**config.mk**
```make
export PLATFORM = sky130hd
export DESIGN_NAME = smc_top
export DESIGN_NICKNAME = d
export VERILOG_FILES = /design/src/verilog/smc_pkg.sv /design/src/verilog/smc_pin_sync.sv /design/src/verilog/smc_top.sv
export SDC_FILE = /design/constraint.sdc
export NUM_CORES = 1
export LEC_CHECK = 0
export BUFFER_PORTS_ARGS = -buffer_cell sky130_fd_sc_hd__buf_4
export CAP_MARGIN = 20
export CORE_MARGIN = 2
export CORE_UTILIZATION = 54
export CTS_BUF_LIST = sky130_fd_sc_hd__clkbuf_8 sky130_fd_sc_hd__clkbuf_16
export CTS_CLUSTER_SIZE = 28
export DETAILED_ROUTE_END_ITERATION = 8
export PLACE_DENSITY = 0.86
export SYNTH_ARGS = -nofsm -noshare
export SYNTH_HDL_FRONTEND = slang
export SYNTH_SLANG_ARGS = --single-unit
export TNS_END_PERCENT = 20
```
**constraint.sdc**
```tcl
create_clock -name core_clk_in -period 6 [get_ports core_clk_in]
set_input_delay 0.9 -clock core_clk_in [delete_from_list [all_inputs] [get_ports core_clk_in]]
set_output_delay 0.9 -clock core_clk_in [all_outputs]
set_load 0.02 [all_outputs]
```
**src/verilog/smc_pkg.sv**
```systemverilog
// Operation
// - deep halt stops oscillator, keeps state
// - halt by register write, wake pin releases
// - after warm-up, resume at next instruction
// - halt start bit 1 enters deep halt
// - wake method: 0 edge, 1 level
// - port hold: 0 high impedance, 1 kept
// - warm-up select picks one of four counts
// - reset during deep halt returns run mode
// - undefined register bits read back as zero
// - no port hold: port inputs forced low
// - wake pin bit always high impedance halted
// - clearing oscillator enable resets device
// - core sleep stops cpu and watchdog
// - timing generator clocks all peripherals normally
// - time-base sleep ends on source falling edge
// - core sleep bit clears on release
// - timing-generator halt bit clears on release
// - machine cycle four clocks; sleep clock gating
// - timing-generator halt enters time-base sleep
// - divider cleared at halt start and release
// - reset starts in run mode

package smc_pkg;

    // ----------------------------------------------------------------
    // register map: indices, byte address is four times the index
    // ----------------------------------------------------------------
    localparam logic [7:0] REG_IDX_HALT_CTRL = 8'h38;
    localparam logic [7:0] REG_IDX_OSC_IDLE = 8'h39;
    localparam int HADDR_IDX_LSB = 2;
    localparam int HADDR_IDX_MSB = 9;

    // ----------------------------------------------------------------
    // halt_control fields
    // ----------------------------------------------------------------
    localparam int HC_HALT_BIT = 7;
    localparam int HC_WAKE_METHOD_BIT = 6;
    localparam int HC_PORT_HOLD_BIT = 4;
    localparam int HC_WARMUP_LSB = 2;
    localparam logic [7:0] HC_RESET = 8'h00;
    localparam logic [7:0] HC_MASK = 8'hDC;

    // ----------------------------------------------------------------
    // osc_idle_control fields
    // ----------------------------------------------------------------
    localparam int OIC_OSC_EN_BIT = 7;
    localparam int OIC_CORE_SLEEP_BIT = 4;
    localparam int OIC_TG_HALT_BIT = 2;
    localparam logic [7:0] OIC_RESET = 8'h80;
    localparam logic [7:0] OIC_MASK = 8'h94;

    // ----------------------------------------------------------------
    // warm-up select codes and timing
    // ----------------------------------------------------------------
    localparam logic [1:0] WU_3X_LONG = 2'h0;
    localparam logic [1:0] WU_LONG = 2'h1;
    localparam logic [1:0] WU_3X_SHORT = 2'h2;
    localparam logic [1:0] WU_SHORT = 2'h3;
    localparam int WU_TRIPLE = 3;
    localparam logic [1:0] MCYC_LAST = 2'h3;

    // ----------------------------------------------------------------
    // bus encodings
    // ----------------------------------------------------------------
    localparam int HTRANS_ACTIVE_BIT = 1;
    localparam logic HRESP_OKAY = 1'b0;

    // ----------------------------------------------------------------
    // types
    // ----------------------------------------------------------------
    typedef enum logic [2:0] {
        SMC_RUN,
        SMC_CORE_SLEEP,
        SMC_TB_SLEEP,
        SMC_HALT,
        SMC_WARMUP
    } smc_mode_type;

    typedef struct packed {
        logic osc;
        logic cpu;
        logic wdt;
        logic periph;
        logic timebase_timer;
    } smc_clk_en_type;

    typedef struct packed {
        logic port_oe_n;
        logic port_in_zero;
        logic wake_pin_oe_n;
    } smc_port_ctrl_type;

endpackage

```
**src/verilog/smc_pin_sync.sv**
```systemverilog
`timescale 1ns/100ps
`default_nettype none

module smc_pin_sync #(
    parameter int WIDTH = 2
) (
    // clock and reset
    input wire logic core_clk_in,
    input wire logic rst_in,
    // asynchronous pins
    input wire logic [WIDTH-1:0] pin_in,
    // synchronised level and edges
    output logic [WIDTH-1:0] level_out,
    output logic [WIDTH-1:0] rise_out,
    output logic [WIDTH-1:0] fall_out
);
    logic [WIDTH-1:0] meta;
    logic [WIDTH-1:0] stable;
    logic [WIDTH-1:0] prev;

    // edge detect compares the second stage with the history stage, never the first
    always_comb
    begin
        level_out = stable;
        rise_out = stable & ~prev;
        fall_out = ~stable & prev;
    end

    // two-flop synchroniser plus one history stage
    always_ff @(posedge core_clk_in)
    begin
        if (rst_in)
        begin
            meta <= '0;
            stable <= '0;
            prev <= '0;
        end
        else
        begin
            meta <= pin_in;
            stable <= meta;
            prev <= stable;
        end
    end

endmodule

`default_nettype wire

```
**src/verilog/smc_top.sv**
```systemverilog
// Local design decision: register access over AHB-Lite.
`timescale 1ns/100ps
`default_nettype none

module smc_top #(
    parameter int WARMUP_LONG_CYCLES = 65536,
    parameter int WARMUP_SHORT_CYCLES = 16384,
    parameter int CNT_W = 18
) (
    // clock and reset
    input wire logic core_clk_in,
    input wire logic rst_in,
    // ahb-lite slave
    input wire logic hsel_in,
    input wire logic [31:0] haddr_in,
    input wire logic [1:0] htrans_in,
    input wire logic hwrite_in,
    input wire logic [2:0] hsize_in,
    input wire logic [31:0] hwdata_in,
    input wire logic hready_in,
    output logic [31:0] hrdata_out,
    output logic hreadyout_out,
    output logic hresp_out,
    // wake sources
    input wire logic wake_pin_in,
    input wire logic timebase_src_in,
    input wire logic wake_irq_in,
    // clock gating and port control
    output smc_pkg::smc_clk_en_type clk_en_out,
    output smc_pkg::smc_port_ctrl_type port_ctrl_out,
    output logic machine_cycle_out,
    // mode status
    output smc_pkg::smc_mode_type mode_out,
    output logic resume_out,
    output logic osc_reset_out
);
    import smc_pkg::*;

    // ----------------------------------------------------------------
    // pin synchronisers
    // ----------------------------------------------------------------
    logic [1:0] pin_level;
    logic [1:0] pin_rise;
    logic [1:0] pin_fall;
    logic wake_level;
    logic wake_rise;
    logic tb_fall;

    smc_pin_sync #(
        .WIDTH(2)
    ) u_pin_sync (
        .core_clk_in(core_clk_in),
        .rst_in(rst_in),
        .pin_in({timebase_src_in, wake_pin_in}),
        .level_out(pin_level),
        .rise_out(pin_rise),
        .fall_out(pin_fall)
    );

    // bit 0 is the wake pin, bit 1 the time-base source
    assign wake_level = pin_level[0];
    assign wake_rise = pin_rise[0];
    assign tb_fall = pin_fall[1];

    // ----------------------------------------------------------------
    // bus slave state
    // ----------------------------------------------------------------
    logic wr_pend;
    logic rd_pend;
    logic [7:0] dp_idx;
    logic next_wr_pend;
    logic next_rd_pend;
    logic [7:0] next_dp_idx;
    logic [31:0] next_hrdata;
    logic next_hreadyout;
    logic addr_phase;

    // ----------------------------------------------------------------
    // control state
    // ----------------------------------------------------------------
    logic [7:0] halt_control;
    logic [7:0] osc_idle_control;
    logic [CNT_W-1:0] warm_cnt;
    logic [1:0] mcyc_cnt;
    logic [7:0] next_halt_control;
    logic [7:0] next_osc_idle_control;
    logic [CNT_W-1:0] next_warm_cnt;
    logic [1:0] next_mcyc_cnt;
    smc_mode_type next_mode;
    smc_clk_en_type next_clk_en;
    smc_port_ctrl_type next_port_ctrl;
    logic next_machine_cycle;
    logic next_resume;
    logic next_osc_reset;
    logic wr_halt_ctrl;
    logic wr_osc_idle;
    logic halted;
    logic [7:0] wdata;

    // warm-up length from the two-bit select
    function automatic logic [CNT_W-1:0] warmup_target(input logic [1:0] sel);
        logic [CNT_W-1:0] t;
        t = CNT_W'(WARMUP_SHORT_CYCLES);
        unique case (sel)
            WU_3X_LONG: t = CNT_W'(WU_TRIPLE * WARMUP_LONG_CYCLES);
            WU_LONG: t = CNT_W'(WARMUP_LONG_CYCLES);
            WU_3X_SHORT: t = CNT_W'(WU_TRIPLE * WARMUP_SHORT_CYCLES);
            WU_SHORT: t = CNT_W'(WARMUP_SHORT_CYCLES);
        endcase
        return t;
    endfunction

    // ----------------------------------------------------------------
    // bus slave: writes zero-wait, reads one wait state
    // ----------------------------------------------------------------
    assign addr_phase = hsel_in & htrans_in[HTRANS_ACTIVE_BIT] & hready_in;

    // reads wait one cycle so a write in the preceding data phase lands first
    always_comb
    begin
        next_wr_pend = 1'b0;
        next_rd_pend = 1'b0;
        next_dp_idx = dp_idx;
        next_hrdata = hrdata_out;
        next_hreadyout = 1'b1;
        if (addr_phase)
        begin
            next_dp_idx = haddr_in[HADDR_IDX_MSB:HADDR_IDX_LSB];
            next_wr_pend = hwrite_in;
            next_rd_pend = ~hwrite_in;
            next_hreadyout = hwrite_in;
        end
        if (rd_pend)
        begin
            // undefined and unmapped bits read as zero
            if (dp_idx == REG_IDX_HALT_CTRL)
                next_hrdata = {24'h000000, halt_control & HC_MASK};
            else if (dp_idx == REG_IDX_OSC_IDLE)
                next_hrdata = {24'h000000, osc_idle_control & OIC_MASK};
            else
                next_hrdata = 32'h00000000;
        end
    end

    // bus registers
    always_ff @(posedge core_clk_in)
    begin
        if (rst_in)
        begin
            wr_pend <= 1'b0;
            rd_pend <= 1'b0;
            dp_idx <= 8'h00;
            hrdata_out <= 32'h00000000;
            hreadyout_out <= 1'b1;
            hresp_out <= HRESP_OKAY;
        end
        else
        begin
            wr_pend <= next_wr_pend;
            rd_pend <= next_rd_pend;
            dp_idx <= next_dp_idx;
            hrdata_out <= next_hrdata;
            hreadyout_out <= next_hreadyout;
            hresp_out <= HRESP_OKAY;
        end
    end

    // ----------------------------------------------------------------
    // register writes and mode sequencing
    // ----------------------------------------------------------------
    assign wr_halt_ctrl = wr_pend & (dp_idx == REG_IDX_HALT_CTRL);
    assign wr_osc_idle = wr_pend & (dp_idx == REG_IDX_OSC_IDLE);
    assign wdata = hwdata_in[7:0];

    // hardware clears are applied first so a software write in the same cycle wins
    always_comb
    begin
        next_halt_control = halt_control;
        next_osc_idle_control = osc_idle_control;
        next_mode = mode_out;
        next_warm_cnt = warm_cnt;
        next_resume = 1'b0;
        next_osc_reset = 1'b0;
        unique case (mode_out)
            SMC_RUN:
            begin
                if (halt_control[HC_HALT_BIT])
                begin
                    // level mode with pin already high skips straight to warm-up
                    next_warm_cnt = '0;
                    if (halt_control[HC_WAKE_METHOD_BIT] & wake_level)
                        next_mode = SMC_WARMUP;
                    else
                        next_mode = SMC_HALT;
                end
                else if (osc_idle_control[OIC_CORE_SLEEP_BIT])
                    next_mode = SMC_CORE_SLEEP;
                else if (osc_idle_control[OIC_TG_HALT_BIT])
                    next_mode = SMC_TB_SLEEP;
            end
            SMC_CORE_SLEEP:
            begin
                if (wake_irq_in)
                begin
                    next_mode = SMC_RUN;
                    next_osc_idle_control[OIC_CORE_SLEEP_BIT] = 1'b0;
                end
            end
            SMC_TB_SLEEP:
            begin
                // the source edge is asynchronous, so the sleep may run short
                if (tb_fall)
                begin
                    next_mode = SMC_RUN;
                    next_osc_idle_control[OIC_TG_HALT_BIT] = 1'b0;
                end
            end
            SMC_HALT:
            begin
                // edge mode needs a fresh rising edge, level mode a high pin
                if (halt_control[HC_WAKE_METHOD_BIT] ? wake_level : wake_rise)
                begin
                    next_mode = SMC_WARMUP;
                    next_warm_cnt = '0;
                end
            end
            SMC_WARMUP:
            begin
                next_warm_cnt = warm_cnt + CNT_W'(1);
                if (next_warm_cnt == warmup_target(halt_control[HC_WARMUP_LSB +: 2]))
                begin
                    next_mode = SMC_RUN;
                    next_warm_cnt = '0;
                    next_halt_control[HC_HALT_BIT] = 1'b0;
                    next_resume = 1'b1;
                end
            end
        endcase
        if (wr_halt_ctrl)
            next_halt_control = wdata & HC_MASK;
        if (wr_osc_idle)
        begin
            next_osc_idle_control = wdata & OIC_MASK;
            // both sleep bits at once: core sleep takes precedence
            if (wdata[OIC_CORE_SLEEP_BIT])
                next_osc_idle_control[OIC_TG_HALT_BIT] = 1'b0;
            // stopping the oscillator raises osc_reset_out on the next edge and resets the device on the edge after
            if (~wdata[OIC_OSC_EN_BIT])
                next_osc_reset = 1'b1;
        end
    end

    // ----------------------------------------------------------------
    // clock gating, machine cycle and port control
    // ----------------------------------------------------------------
    assign halted = (next_mode == SMC_HALT) | (next_mode == SMC_WARMUP);

    // outputs are decoded from the next mode so they flip with the mode flop
    always_comb
    begin
        next_clk_en = '0;
        unique case (next_mode)
            SMC_RUN:
            begin
                next_clk_en = '1;
            end
            SMC_CORE_SLEEP:
            begin
                next_clk_en.osc = 1'b1;
                next_clk_en.periph = 1'b1;
                next_clk_en.timebase_timer = 1'b1;
            end
            SMC_TB_SLEEP:
            begin
                next_clk_en.osc = 1'b1;
                next_clk_en.timebase_timer = 1'b1;
            end
            SMC_HALT:
            begin
                next_clk_en = '0;
            end
            SMC_WARMUP:
            begin
                next_clk_en.osc = 1'b1; // oscillator restarts, all else halted
            end
        endcase
        // machine cycle is four core clocks, cleared across a halt
        next_mcyc_cnt = mcyc_cnt;
        if (halted)
            next_mcyc_cnt = 2'h0;
        else if (next_clk_en.cpu | next_clk_en.periph)
            next_mcyc_cnt = mcyc_cnt + 2'h1;
        next_machine_cycle = (~halted) & (next_clk_en.cpu | next_clk_en.periph)
            & (mcyc_cnt == MCYC_LAST);
        // port behaviour while halted; the wake pin ignores the hold bit
        next_port_ctrl.port_oe_n = halted & ~next_halt_control[HC_PORT_HOLD_BIT];
        next_port_ctrl.port_in_zero = halted & ~next_halt_control[HC_PORT_HOLD_BIT];
        next_port_ctrl.wake_pin_oe_n = halted;
    end

    // control registers; a pin reset or oscillator-off reset lands in run mode
    always_ff @(posedge core_clk_in)
    begin
        if (rst_in | osc_reset_out)
        begin
            halt_control <= HC_RESET;
            osc_idle_control <= OIC_RESET;
            mode_out <= SMC_RUN;
            warm_cnt <= '0;
            mcyc_cnt <= 2'h0;
            clk_en_out <= '1;
            port_ctrl_out <= '0;
            machine_cycle_out <= 1'b0;
            resume_out <= 1'b0;
            osc_reset_out <= 1'b0;
        end
        else
        begin
            halt_control <= next_halt_control;
            osc_idle_control <= next_osc_idle_control;
            mode_out <= next_mode;
            warm_cnt <= next_warm_cnt;
            mcyc_cnt <= next_mcyc_cnt;
            clk_en_out <= next_clk_en;
            port_ctrl_out <= next_port_ctrl;
            machine_cycle_out <= next_machine_cycle;
            resume_out <= next_resume;
            osc_reset_out <= next_osc_reset;
        end
    end

endmodule

`default_nettype wire
```
Word-level counts from Yosys, hierarchy flattened
Cells that the tools add are included.
Widths: inputs -> output; s select.
{ "word_totals": {"output_inout_bits": 48, "word_cells": 121, "reg_bits": 90} }
{ "op_classes": {"eq_ne": 17, "reduce_logical": 21, "n_bitwise": 21, "addsub": 2, "n_mux": 33} }
{ "op_table": {"columns": ["cell", "count"], "rows": [
  ["$mux 18", 4],
  ["$pmux 18 s4", 1],
  ["$pmux 18 s3", 1],
  ["$mux 3", 8],
  ["$mux 8", 3],
  ["$add 18x1->18 const B", 1],
  ["$eq 18x18->1", 1],
  ["$eq 8x6->1 const B", 2],
  ["$pmux 3 s5", 1],
  ["$eq 3x2->1 const B", 4],
  ["$mux 1", 12],
  ["$reduce_bool 2->1", 6],
  ["$reduce_or 2->1", 5],
  ["$and 1x1->1", 9],
  ["$not 1->1", 7],
  ["$eq 2x2->1 const B", 3],
  ["$eq 3x1->1 const B", 2],
  ["$eq 3x3->1 const B", 2],
  ["$logic_not 3->1", 2],
  ["$reduce_and 2->1", 3],
  ["$mux 5", 1],
  ["$ne 2x2->1 const B", 2],
  ["$reduce_or 4->1", 1],
  ["$or 1x1->1", 3],
  ["other kinds (10)", 10]
]} }

Depth between registers and ports, before layout
Gate-level depths: netlist of the first run.
{ "depth": {"depth_word": 12, "ltp_mapped": 10, "ltp_nobuf": 8} }

By module
From an unflattened synthesis of the first run, not the netlist that was laid out.
{ "unflattened": {"cells_unflattened": 399, "hier_area_um2": 3337.0} }
{ "by_module_without_submodules": {"columns": ["mod", "n_inst", "cells_each", "seq_area_each_um2", "area_each_um2"], "rows": [
  ["smc_top", 1, 383, 1121.1, 3154.3],
  ["smc_pin_sync", 1, 16, 120.1, 182.7]
]} }

Least setup slack after synthesis of the first run
No wires, ideal clock.
{ "synth_path": {"path_kind": "reg-to-reg", "startpoint": "register warm_cnt[0]", "endpoint": "register port_ctrl_out[1] in the netlist's numbering", "setup_ns": 0.115, "period_less_slack_ns": 2.283, "stages_incl_launch_ff": 9, "setup_slack_ns": 3.717, "path_buffers": 0, "t_arrival_ns": 2.167, "path_cell_list": "dfxtp_1 > ha_1 > nand3_1 > nor4_2 > a211oi_1 > a2111oi_4 > and4_4 > o32ai_2 > and3_1"} }
{ "synth_via": {"elab_chain_cells": 7, "word_cells_on_any_way": 8, "classes_between": "add/sub (1); eq/ne (3); mux (2); bitwise (2)"} }
{ "synth_lines": {"columns": ["item", "line_no", "text"], "rows": [
  ["start: declaration", "smc_top.sv:83", "logic [CNT_W-1:0] warm_cnt;"],
  ["start signal: assignment", "smc_top.sv:322", "warm_cnt <= next_warm_cnt;"],
  ["$add 18x1->18 *", "smc_top.sv:229", "next_warm_cnt = warm_cnt + CNT_W'(1);"],
  ["$eq 18x18->1 *", "smc_top.sv:230", "if (next_warm_cnt == warmup_target(halt_control[HC_WARMUP_LSB +: 2]))"],
  ["$mux 3 *", "smc_top.sv:230", null],
  ["$pmux 3 s5 *", "smc_top.sv:184", "unique case (mode_out)"],
  ["$eq 3x2->1 / $eq 3x3->1 (equally long branches)", "smc_top.sv:256", "assign halted = (next_mode == SMC_HALT) | (next_mode == SMC_WARMUP);"],
  ["$or 1x1->1 *", "smc_top.sv:256", null],
  ["$and 1x1->1 *", "smc_top.sv:297", "next_port_ctrl.port_in_zero = halted & ~next_halt_control[HC_PORT_HOLD_BIT];"],
  ["end signal: assignment", "smc_top.sv:325", "port_ctrl_out <= next_port_ctrl;"],
  ["end: declaration", "smc_top.sv:30", "output smc_pkg::smc_port_ctrl_type port_ctrl_out,"]
]} }
Every way passes the cells marked *; elsewhere a longest branch is shown, timed or not.
A chain may end at the register's enable or synchronous reset.

Final worst setup path of the first run
{ "layout_path": {"startpoint": "register warm_cnt[0]", "endpoint": "register warm_cnt[13]"} }
{ "layout_via": {"elab_chain_cells": 4} }
{ "layout_lines": {"columns": ["item", "line_no"], "rows": [
  ["$add 18x1->18 *", "smc_top.sv:229"],
  ["$eq 18x18->1", "smc_top.sv:230"],
  ["$mux 18 *", "smc_top.sv:230"],
  ["$pmux 18 s3 *", "smc_top.sv:184"]
]} }
Marks and branches as above.

==> metrics.md, run 1 <==
| Metric | Value |
|---|---|
| Outcome | `complete, no violations` |
| Critical Path Start | `warm_cnt[0]$_SDFFE_PP0P_` |
| Required @ worst endpoint | `6.20 ns` |
| Via count | `2964` |
| # diodes | `0` |
| Final Power | `0.9981 mW` |
| Worst-margin pin slew | `roughly 0.88 ns` |
| CP endpoint kind | `flop` |
| Final ANT Viol Nets | `0` |
| Mux share of post-synthesis cell area | `under 10%` |
| Vias per cell | `5.744` |
| Dpl hpwl | `between 5 and 6 mm` |
| Share of the synthesized area in the top cell type | `a little over a third` |
| Routed wire length | `about 7.2 mm` |
| Final core utilization | `around 63%` |
| Leakage | `about 1.4 nW` |
| Final WS setup | `2.845 ns` |
| CTS buffer count | `9` |
| R2R Path End | `warm_cnt[13]$_SDFFE_PP0P_` |
| Worst-path fanout max | `12` |
| Post-route DRC | `0` |
| Post-Synth Simple-Gate Area | `between 20% and 30%` |
| H-tree depth | `3` |
| CP startpoint kind | `flop` |
| Latest clock arrival within the worst-skew pair | `between 0.3 and 0.4 ns` |
| Finished Layout Cells | `a little over 500` |
| # setup viols final | `0` |
| Period utilisation layout | `a little over half` |
| Cell with the most instances after synthesis | `dfxtp_1` |
| Inst Count DP | `500` |
| First-pass DRT Iterations | `5` |
| Total GRT Usage | `roughly a fifth` |
| Synth async-reset ratio | `0%` |
| Reg2Reg Depth | `8` |
| Nets@finish | `between 500 and 600` |
| Slew headroom | `40.84%` |
| Hold Path Class | `flop to flop` |
| DRT iter0 DRCs | `between 200 and 300` |
| Final Max Tran Viols | `0` |
| Syn_area_per_cell | `8.183 um2` |
| Reg2Reg Setup Slack | `between 2 and 3 ns` |
| Dominant synthesized flop cell | `dfxtp_1` |
| Starting Density | `around 57%` |
| Setup bufs post-CTS | `0` |
| Worst hold path startpoint | `u_pin_sync.meta[0]$_SDFF_PP0_` |
| Vias in the first global route | `2700` |
| Post-CTS sizing | `0` |
| GRT overflow | `0` |
| Area leader, netlist | `dfxtp_1` |
| Area of the mapped netlist | `3396 um2` |
| Antenna violations before repair | `0` |
| First-pass GRT wire length | `roughly 12 mm` |
| CP endpoint | `warm_cnt[13]$_SDFFE_PP0P_` |
| Seq cells post-synth | `62` |
| Worst Skew | `slightly below 0.009 ns` |
| Critical path class | `flop to flop` |
| Register area share after synthesis | `36.55%` |
| Layout cells sized above 1 | `between 15 and 20%` |
| Post-synthesis compound-gate area fraction | `16.36%` |
| Pin count of the biggest net entering global routing | `28` |
| Die height | `~83 um` |
| Fmax | `0.3169 GHz` |
| Worst VDD drop | `about 0.25 mV` |
| RSZ-0062 raised after global routing | `no` |
| PortBufs | `between 40 and 50` |
| P&R area growth vs syn | `10.54%` |
| GPL Wtd Cong | `0.8589` |
| Worst r2r src | `warm_cnt[0]$_SDFFE_PP0P_` |
| Total negative slack | `0 ns` |
| Final hold vios | `0` |
| Largest family of logic cells by synthesized area | `simple AND/OR/NAND/NOR gates` |
| Clock Tree Buf Depth | `2` |
| TritonCTS clock tree | `yes` |
| Core Area | `approximately 6000 um2` |
| CTS Hold Bufs | `0` |
| Worst-path clk slew | `around 0.070 ns` |
| Adder-cell share of the synthesized area | `less than 1%` |
| Clock root cell | `clkbuf_8` |
| Max Cap Viol | `0` |
| Layout filler cell count | `509` |
| Mapped Cells | `roughly 420` |
| Dominant cells by area after synthesis | `dfxtp_1, buf_4, nand2_1` |
| Tmin final | `about 3.2 ns` |
| Number of synthesized flops with an enable pin | `0` |
| XOR/XNOR share of the synthesized area | `under 10%` |
| Die area | `6939 um2` |
| Yosys warns | `0` |
| Power per cell area | `265.9 nW/um2` |
| I/O pin cnt | `125` |
| Cell variety after synth | `70` |
| CP arrival | `about 3.4 ns` |
| TritonCTS Sinks | `62` |
| Setup Slack @ Placement | `between 2 and 3 ns` |
| Die X | `around 83 um` |
| Num rows | `28` |
| Most instantiated cells after synthesis | `dfxtp_1, nand2_1, buf_4, a21oi_1, nand3_1` |
| Routed len/inst | `13.98 um` |
where the power goes:
part           internal, mW  leakage, nW  switching (mW)
clock network         0.286        0.124           0.166
registers             0.426        0.502          0.0121
logic                0.0404        0.795          0.0668
metrics by stage:
| step | hold WS, ns | instance area (um2) |
|---|---|---|
| final | 0.4368 | 3754 |
| after global routing | 0.4702 | 3754 |
| after CTS | 0.4426 | 3754 |
| after detailed placement | 0.4231 | 3506 |
| after global placement | 0.4233 | 3506 |
| after floorplan | 0.4138 | 3497 |
cell usage in the layout (no fill, tap or decap), types with 8 or more instances in the layout:
| master | instances |
|---|---|
| nand2b_1 | 9 |
| nand4_1 | 8 |
| nor4_1 | 8 |
| nand3_1 | 29 |
| buf_4 | 41 |
| nor2_1 | 23 |
| dfxtp_1 | 62 |
| nor3_1 | 12 |
| o21ai_0 | 14 |
| nand2_1 | 52 |
| and3_1 | 9 |
| nor2b_1 | 10 |
| inv_1 | 8 |
| clkbuf_8 | 10 |
| conb_1 | 28 |
| a21oi_1 | 31 |
cell type report:
type                       count  area, um2  share of cell area (%)
inverter                       7      26.28                  0.7000
clock inverter                 6      110.1                   2.933
tap                           75      93.84                   2.500
timing repair buffer          41      307.8                   8.200
sequential                    62       1241                   33.07
multi-input combinational    315       1837                   48.93
clock buffer                  10      137.6                   3.667
worst max-delay path, stage by stage (launching register included):
cell and delay, ns:
dfxtp_1 0.46, ha_1 0.28, nand3_1 0.24, nor2_1 0.33, a31oi_1 0.13, nor4_1 0.42, nand3_1 0.50, nand2_1 0.46
o311ai_0 0.19
per-layer routing:
layer | vias to the layer above | GRT usage (%) | share of wire [%]
met5 | - | 0 | 0
met1 | 1381 | 25.35 | 44
li1 | 1461 | - | -
met4 | 0 | 8.644 | 1.5
met3 | 13 | 7.157 | 7.3
met2 | 109 | 32.84 | 48
state kept, by name (all words and copies together) (netlist names), 2 cells and up:
register and cells:
warm_cnt 18, osc_idle_control 3, mcyc_cnt 2, dp_idx 8
u_pin_sync.level_out 2, mode_out 3, u_pin_sync.meta 2, port_ctrl_out 2
clk_en_out 4, halt_control 5, hrdata_out 5, u_pin_sync.prev 2
kinds of logic (layout without fill, tap and decap cells):
| logic type | Yosys count | after routing |
|---|---|---|
| simple gates | 189 | 189 |
| compound gates | 81 | 81 |
| buf+inv | 65 | 64 |
| flops | 62 | 62 |
| xor+xnor | 10 | 10 |
| mux | 5 | 5 |
| fa+ha+maj | 2 | 2 |
| other cells | 1 | 28 |
how the worst min path moves through the flow:
stage | cells past startpoint | end | slack, ns
after detailed placement | 1 | u_pin_sync.level_out[0]$_SDFF_PP0_ | 0.42
final | 1 | u_pin_sync.level_out[0]$_SDFF_PP0_ | 0.44
after floorplan | 1 | u_pin_sync.level_out[0]$_SDFF_PP0_ | 0.41
after global routing | 1 | u_pin_sync.level_out[0]$_SDFF_PP0_ | 0.47
after global placement | 1 | u_pin_sync.level_out[0]$_SDFF_PP0_ | 0.42
after CTS | 1 | u_pin_sync.level_out[1]$_SDFF_PP0_ | 0.44
Note: power is estimated with default switching activity, not from simulation.
==> inputs of run 2 (changes only) <==
CORE_UTILIZATION = 50   (was 54)
PLACE_DENSITY = 0.81   (was 0.86)
clock period = 3.12 ns   (was 6 ns; I/O delays follow)
==> run 2 against run 1 <==
Compared with the run above: largest power group is now registers; first-iteration DRC count fell by 49%; final cell count up 2.5%; power rose by 77%; die area up 7.6%; clock skew increased by 0.00081 ns; combinational power increased by 93%; count of clock-buffer cells in the layout rose by 1; hold slack got worse by 0.12 ns; fmax is 12% higher.
==> metrics.md, run 2 (synthesis results as in run 1) <==
| Metric | Value |
|---|---|
| First-pass DRT Iterations | `4 (was 5)` |
| CP endpoint kind | `flop (unchanged)` |
| Switching Fraction | `25.98% (was 24.58%)` |
| Dpl hpwl | `5.124 mm (was 5.011 mm)` |
| Tmin final | `2.822 ns (was 3.155 ns)` |
| I/O pin cnt | `125 (unchanged)` |
| First-pass GRT wire length | `12.05 mm (was 11.99 mm)` |
| Core Area | `6681 um2 (was 5991 um2)` |
| TritonCTS Sinks | `62 (unchanged)` |
| Worst-margin pin slew | `0.8707 ns (was 0.8751 ns)` |
| Comb power frac | `11.7% (was 10.7%)` |
| Worst Skew | `0.009501 ns (was 0.008694 ns)` |
| Total negative slack | `0 ns (unchanged)` |
| Vias in the first global route | `2677 (was 2700)` |
| Sequential share of power | `47.8% (was 43.9%)` |
| Slew headroom | `41.51% (was 40.84%)` |
| Die height | `86.41 um (was 83.30 um)` |
| Reg2Reg Depth | `9 (was 8)` |
| Nets@finish | `523 (was 515)` |
| Worst-path clk slew | `0.07 ns (about the same)` |
| Layout cells sized above 1 | `19.38% (was 17.91%)` |
| Worst VDD drop | `0.2711 mV (was 0.2514 mV)` |
| Power per cell area | `467.3 nW/um2 (was 265.9 nW/um2)` |
| CTS Hold Bufs | `0 (unchanged)` |
| Hold Path Class | `input pin to flop (was flop to flop)` |
| Critical path class | `flop to flop (unchanged)` |
| Internal Power | `1.305 mW (was 0.7528 mW)` |
| Die area | `7467 um2 (was 6939 um2)` |
| P&R area growth vs syn | `11.09% (was 10.54%)` |
| Post-route DRC | `0 (unchanged)` |
| RSZ-0062 raised after global routing | `no (unchanged)` |
| Post-CTS sizing | `0 (unchanged)` |
| Final Power | `1.763 mW (was 0.9981 mW)` |
| Total GRT Usage | `20.08% (was 20.63%)` |
| Routed wire length | `7.203 mm (was 7.215 mm)` |
| R2R Path End | `halt_control[7]$_SDFFE_PP0P_ (was warm_cnt[13]$_SDFFE_PP0P_)` |
| Leakage | `1.447 nW (was 1.421 nW)` |
| PortBufs | `41 (unchanged)` |
| Antenna violations before repair | `0 (unchanged)` |
| Final hold vios | `0 (unchanged)` |
| Hold EP | `osc_reset_out$_SDFF_PP0_ (was u_pin_sync.level_out[0]$_SDFF_PP0_)` |
| Commonest non-fill, non-tap cells in the layout | `dfxtp_1, nand2_1, buf_4 (unchanged)` |
| Worst-path fanout max | `8 (was 12)` |
| Max reg flops | `18 (unchanged)` |
| Final ANT Viol Nets | `0 (unchanged)` |
| Reg2Reg Setup Slack | `0.30 ns (was 2.84 ns)` |
| Die X | `86.41 um (was 83.30 um)` |
| Register with the most flip-flops | `warm_cnt (unchanged)` |
| CP arrival | `3.02 ns (was 3.35 ns)` |
| Latest clock arrival within the worst-skew pair | `0.33 ns (was 0.34 ns)` |
| Max Cap Viol | `0 (unchanged)` |
| Vias per cell | `5.556 (was 5.744)` |
| Outcome | `complete, no violations (unchanged)` |
| DRT iter0 DRCs | `131 (was 258)` |
| Setup bufs post-CTS | `0 (unchanged)` |
| # diodes | `0 (unchanged)` |
| Fmax | `0.3543 GHz (was 0.3169 GHz)` |
| TritonCTS clock tree | `yes (unchanged)` |
| Via count | `2939 (was 2964)` |
| Pin count of the biggest net entering global routing | `27 (was 28)` |
| CP startpoint kind | `flop (unchanged)` |
| Num rows | `30 (was 28)` |
| Period utilisation layout | `90.46% (was 52.59%)` |
| Clock power share | `40.5% (was 45.4%)` |
| Biggest registers after layout | `warm_cnt: 18 flops, dp_idx: 8 flops (unchanged)` |
| CTS buffer count | `9 (unchanged)` |
| GRT overflow | `0 (unchanged)` |
| Clock root cell | `clkbuf_8 (unchanged)` |
| P_sw | `0.4580 mW (was 0.2453 mW)` |
| Worst hold stages | `2 (was 1)` |
| Starting Density | `50.82% (was 56.68%)` |
| Required @ worst endpoint | `3.32 ns (was 6.20 ns)` |
| Final core utilization | `56.46% (was 62.66%)` |
| Routed len/inst | `13.62 um (was 13.98 um)` |
| Most common cell after layout, fill and taps aside | `dfxtp_1 (unchanged)` |
| Final Max Tran Viols | `0 (unchanged)` |
| Worst r2r src | `warm_cnt[0]$_SDFFE_PP0P_ (unchanged)` |
| H-tree depth | `3 (unchanged)` |
| # setup viols final | `0 (unchanged)` |
| Worst hold path startpoint | `hwdata_in[7] (was u_pin_sync.meta[0]$_SDFF_PP0_)` |
| GPL Wtd Cong | `0.9104 (was 0.8589)` |
| Clock Tree Buf Depth | `2 (unchanged)` |
-- run 2: how the worst max path moves through the flow --
stage,startpoint,endpoint
after global placement,warm_cnt[0]$_SDFFE_PP0P_,warm_cnt[14]$_SDFFE_PP0P_
after global routing,warm_cnt[0]$_SDFFE_PP0P_,warm_cnt[13]$_SDFFE_PP0P_
after detailed placement,warm_cnt[0]$_SDFFE_PP0P_,warm_cnt[14]$_SDFFE_PP0P_
final,warm_cnt[0]$_SDFFE_PP0P_,halt_control[7]$_SDFFE_PP0P_
after CTS,warm_cnt[0]$_SDFFE_PP0P_,warm_cnt[14]$_SDFFE_PP0P_
after floorplan,warm_cnt[0]$_SDFFE_PP0P_,port_ctrl_out[1]$_SDFF_PP0_
-- run 2: routing by layer --
layer | up-vias | wire length, um | share of wire [%] | GRT usage, %
met5 | - | 0 | 0 | 0
met3 | 8 | 463 | 6.4 | 6.476
met2 | 93 | 3553 | 49 | 32.80
met4 | 0 | 52 | 0.72 | 7.102
li1 | 1480 | - | - | -
met1 | 1358 | 3134 | 44 | 24.85
-- run 2: power groups by stage --
stage          Combinational, mW  Clock [mW]  Sequential [mW]
2_1_floorplan              0.161           0            0.863
3_3_place_gp               0.199           0            0.857
3_5_place_dp               0.207           0            0.860
4_1_cts                    0.207       0.730            0.842
5_1_grt                    0.226       0.764            0.844
6_report                   0.207       0.714            0.842
-- run 2: layout make-up --
cell class	count	area [um2]
clock buffer	11	151.4
clock inverter	5	48.80
fill	615	2909
inverter	7	26.28
multi-input combinational	315	1837
sequential	62	1241
tap	80	100.1
timing repair buffer	49	367.9
-- run 2: worst max-delay path: stages (launching register included) --
cell,delay [ns]
dfxtp_1,0.46
ha_1,0.28
nand3_1,0.25
nor4_2,0.38
a211oi_1,0.19
a2111oi_4,0.38
nand3_1,0.27
buf_4,0.25
o211ai_2,0.12
a21oi_1,0.09
-- run 2: per-stage QoR --
| stage | cells | hold WS (ns) | setup slack [ns] | instance area [um2] |
|---|---|---|---|---|
| floorplan | 442 | 0.4138 | 0.8371 | 3497 |
| global placement | 513 | 0.4200 | 0.4292 | 3572 |
| detailed placement | 513 | 0.4295 | 0.3220 | 3572 |
| CTS | 529 | 0.2961 | 0.3115 | 3772 |
| global route | 529 | 0.3048 | 0.07299 | 3772 |
| finish | 529 | 0.3127 | 0.2977 | 3772 |
==> inputs of run 3 (changes only) <==
CORE_ASPECT_RATIO = 0.5   (was default)
CORE_UTILIZATION = 45   (was 50)
PLACE_DENSITY = 0.77   (was 0.81)
clock period = 2.5 ns   (was 3.12 ns; I/O delays follow)
==> run 3 against run 2 <==
Compared with the run above: global-route usage down 0.92 points; critical path type unchanged; sequential power up 25%; register-to-register slack worse by 0.19 ns; clock skew down 0.0042 ns; via count up 2.1%; non-clock buffer count up 23; final area up 8.8%; largest cell class unchanged; routed wire length up 4.9%.
==> metrics.md, run 3 (synthesis results as in run 1) <==
| Metric | Value |
|---|---|
| Outcome | `complete, no violations (unchanged)` |
| Worst hold path startpoint | `hwrite_in (was hwdata_in[7])` |
| Most common cell after layout, fill and taps aside | `buf_4 (was dfxtp_1)` |
| Worst hold stages | `2 (unchanged)` |
| Final Max Tran Viols | `0 (unchanged)` |
| Layout cells sized above 1 | `24.15% (was 19.38%)` |
| Register with the most flip-flops | `warm_cnt (unchanged)` |
| Tmin final | `2.390 ns (was 2.822 ns)` |
| Critical Path Start | `warm_cnt[2]$_SDFFE_PP0P_ (was warm_cnt[0]$_SDFFE_PP0P_)` |
| Die height | `65.43 um (was 86.41 um)` |
| GPL Wtd Cong | `0.8862 (was 0.9104)` |
| Leakage | `1.614 nW (was 1.447 nW)` |
| Biggest registers after layout | `warm_cnt: 18 flops, dp_idx: 8 flops (unchanged)` |
| Clock power share | `49.9% (was 40.5%)` |
| Met1 wire length | `3.583 mm (was 3.134 mm)` |
| Vias per cell | `5.282 (was 5.556)` |
| CP endpoint kind | `flop (unchanged)` |
| DRT iter0 DRCs | `165 (was 131)` |
| Num rows | `22 (was 30)` |
| Hold Path Class | `input pin to flop (unchanged)` |
| Total negative slack | `0 ns (unchanged)` |
| Slowest cell on crit path | `or4_4 (was dfxtp_1)` |
| Final hold vios | `0 (unchanged)` |
| Max Cap Viol | `0 (unchanged)` |
| I/O pin cnt | `125 (unchanged)` |
| CTS Hold Bufs | `0 (unchanged)` |
| Period utilisation layout | `95.61% (was 90.46%)` |
| Final Power | `2.644 mW (was 1.763 mW)` |
| Clock root cell | `clkbuf_16 (was clkbuf_8)` |
| Worst-path clk slew | `0.05 ns (was 0.07 ns)` |
| P&R area growth vs syn | `20.82% (was 11.09%)` |
| Finished Layout Cells | `568 (was 529)` |
| Power per cell area | `644.5 nW/um2 (was 467.3 nW/um2)` |
| Total GRT Usage | `19.16% (was 20.08%)` |
| CTS buffer count | `9 (unchanged)` |
| Routed wire length | `7.558 mm (was 7.203 mm)` |
| P_sw | `0.6242 mW (was 0.4580 mW)` |
| Sequential share of power | `39.7% (was 47.8%)` |
| Required @ worst endpoint | `2.69 ns (was 3.32 ns)` |
| First-pass GRT wire length | `12.60 mm (was 12.05 mm)` |
| Hold EP | `rd_pend$_SDFF_PP0_ (was osc_reset_out$_SDFF_PP0_)` |
| Fmax | `0.4184 GHz (was 0.3543 GHz)` |
| Reg2Reg Setup Slack | `0.11 ns (was 0.30 ns)` |
| Max reg flops | `18 (unchanged)` |
| CP startpoint kind | `flop (unchanged)` |
| PortBufs | `41 (unchanged)` |
| Starting Density | `46.38% (was 50.82%)` |
| # setup viols final | `0 (unchanged)` |
| TritonCTS clock tree | `yes (unchanged)` |
| Latest clock arrival within the worst-skew pair | `0.33 ns (about the same)` |
| Setup Slack @ Placement | `0.08015 ns (was 0.3220 ns)` |
| Reg2Reg Depth | `7 (was 9)` |
| Commonest non-fill, non-tap cells in the layout | `buf_4, dfxtp_1, nand2_1 (was dfxtp_1, nand2_1, buf_4)` |
| Switching Fraction | `23.61% (was 25.98%)` |
| Dpl hpwl | `5.279 mm (was 5.124 mm)` |
| Nets@finish | `546 (was 523)` |
| Routed len/inst | `13.31 um (was 13.62 um)` |
| Comb power frac | `10.4% (was 11.7%)` |
| Hold_ws | `0.2269 ns (was 0.3127 ns)` |
| Antenna violations before repair | `0 (unchanged)` |
| Via count | `3000 (was 2939)` |
| Worst r2r src | `warm_cnt[2]$_SDFFE_PP0P_ (was warm_cnt[0]$_SDFFE_PP0P_)` |
| Critical path class | `flop to flop (unchanged)` |
| Final WS setup | `0.1098 ns (was 0.2977 ns)` |
| CP max stage delay | `0.64 ns (was 0.46 ns)` |
| Pin count of the biggest net entering global routing | `28 (was 27)` |
| # diodes | `0 (unchanged)` |
| CP arrival | `2.58 ns (was 3.02 ns)` |
| Inst Count DP | `551 (was 513)` |
| Worst VDD drop | `0.4088 mV (was 0.2711 mV)` |
| Layout filler cell count | `670 (was 615)` |
| RSZ-0062 raised after global routing | `no (unchanged)` |
| First-pass DRT Iterations | `4 (unchanged)` |
| Crit path cell chain | `nand4_1, or4_4, a2111oi_4, nand3_1, buf_4, a32oi_1, nor2_1 (was ha_1, nand3_1, nor4_2, a211oi_1, a2111oi_4, nand3_1, buf_4, o211ai_2, a21oi_1)` |
| Worst Skew | `0.005350 ns (was 0.009501 ns)` |
| Post-route DRC | `0 (unchanged)` |
| Worst-path fanout max | `11 (was 8)` |
| Worst-margin pin slew | `0.6399 ns (was 0.8707 ns)` |
| GRT overflow | `0 (unchanged)` |
| TritonCTS Sinks | `62 (unchanged)` |
| Slew headroom | `57.34% (was 41.51%)` |
| Core Area | `7322 um2 (was 6681 um2)` |
| R2R Path End | `warm_cnt[1]$_SDFFE_PP0P_ (was halt_control[7]$_SDFFE_PP0P_)` |
| Final ANT Viol Nets | `0 (unchanged)` |
| Die X | `126.9 um (was 86.41 um)` |
| Routed wl met2 | `3.400 mm (was 3.553 mm)` |
| Top Metal Used | `met4 (unchanged)` |
| Die area | `8299 um2 (was 7467 um2)` |
| Internal Power | `2.020 mW (was 1.305 mW)` |
| Clock Tree Buf Depth | `2 (unchanged)` |
| H-tree depth | `3 (unchanged)` |
| Vias in the first global route | `2658 (was 2677)` |
| Met3 Routed Length | `476 um (was 463 um)` |
-- run 3: cell count changes in the layout (fill, tap and decap cells not counted), sizes merged --
cell,before,now
buf,49,72
bufinv,1,2
clkbuf,11,10
clkinv,3,0
clkinvlp,0,1
inv,8,10
-- run 3: power groups by stage --
stage | registers [mW] | clock network, mW | logic (mW)
after global routing | 1.05 | 1.38 | 0.304
final | 1.05 | 1.32 | 0.274
after CTS | 1.05 | 1.33 | 0.272
after floorplan | 1.08 | 0 | 0.201
after global placement | 1.07 | 0 | 0.262
after detailed placement | 1.07 | 0 | 0.268
-- run 3: final cells by class --
type                            count  area (um2)  share of cell area (%)
Sequential cell                    62        1245                   30.34
Timing Repair Buffer               72       540.5                   13.17
Clock buffer                       10       239.0                   5.825
Inverter                            7       26.28                  0.6404
Clock inverter                      6       78.83                   1.921
Multi-Input combinational cell    315        1853                   45.17
Tap cell                           96       120.1                   2.928
-- run 3: layer usage --
metal | up-vias | track usage (%)
met3 | 12 | 5.782
met4 | 0 | 7.280
met2 | 100 | 30.98
met1 | 1361 | 24.36
li1 | 1527 | -
met5 | - | 0
-- run 3: what timing repair did --
action / in CTS / in global routing
hold endpoints to repair: 0 / 0
endpoints found under the setup margin: 0 / 21
gates resized for setup: 0 / 7
setup buffers: 0 / 1
-- run 3: through the flow --
stage,util (%),area (um2)
finish,56.03,4103
global route,56.03,4103
CTS,55.66,4075
detailed placement,51.32,3757
global placement,51.32,3757
floorplan,-,3497
-- run 3: how the worst max path moves through the flow --
| stage | endpoint | slack (ns) | depth (start not counted) |
|---|---|---|---|
| finish | warm_cnt[1]$_SDFFE_PP0P_ | 0.11 | 7 |
| floorplan | port_ctrl_out[1]$_SDFF_PP0_ | 0.22 | 8 |
| global route | warm_cnt[1]$_SDFFE_PP0P_ | 0.01 | 7 |
| CTS | warm_cnt[1]$_SDFFE_PP0P_ | 0.06 | 7 |
| global placement | warm_cnt[1]$_SDFFE_PP0P_ | 0.10 | 7 |
| detailed placement | warm_cnt[1]$_SDFFE_PP0P_ | 0.08 | 7 |
-- run 3: critical path, delay by kind of cell, from the launching register on --
kind                   cells  cell delay [ns]
AOI/OAI and AO/OA          2             0.59
buffers and inverters      1             0.21
and+or+nand+nor            4             1.04
DFF                        1             0.41
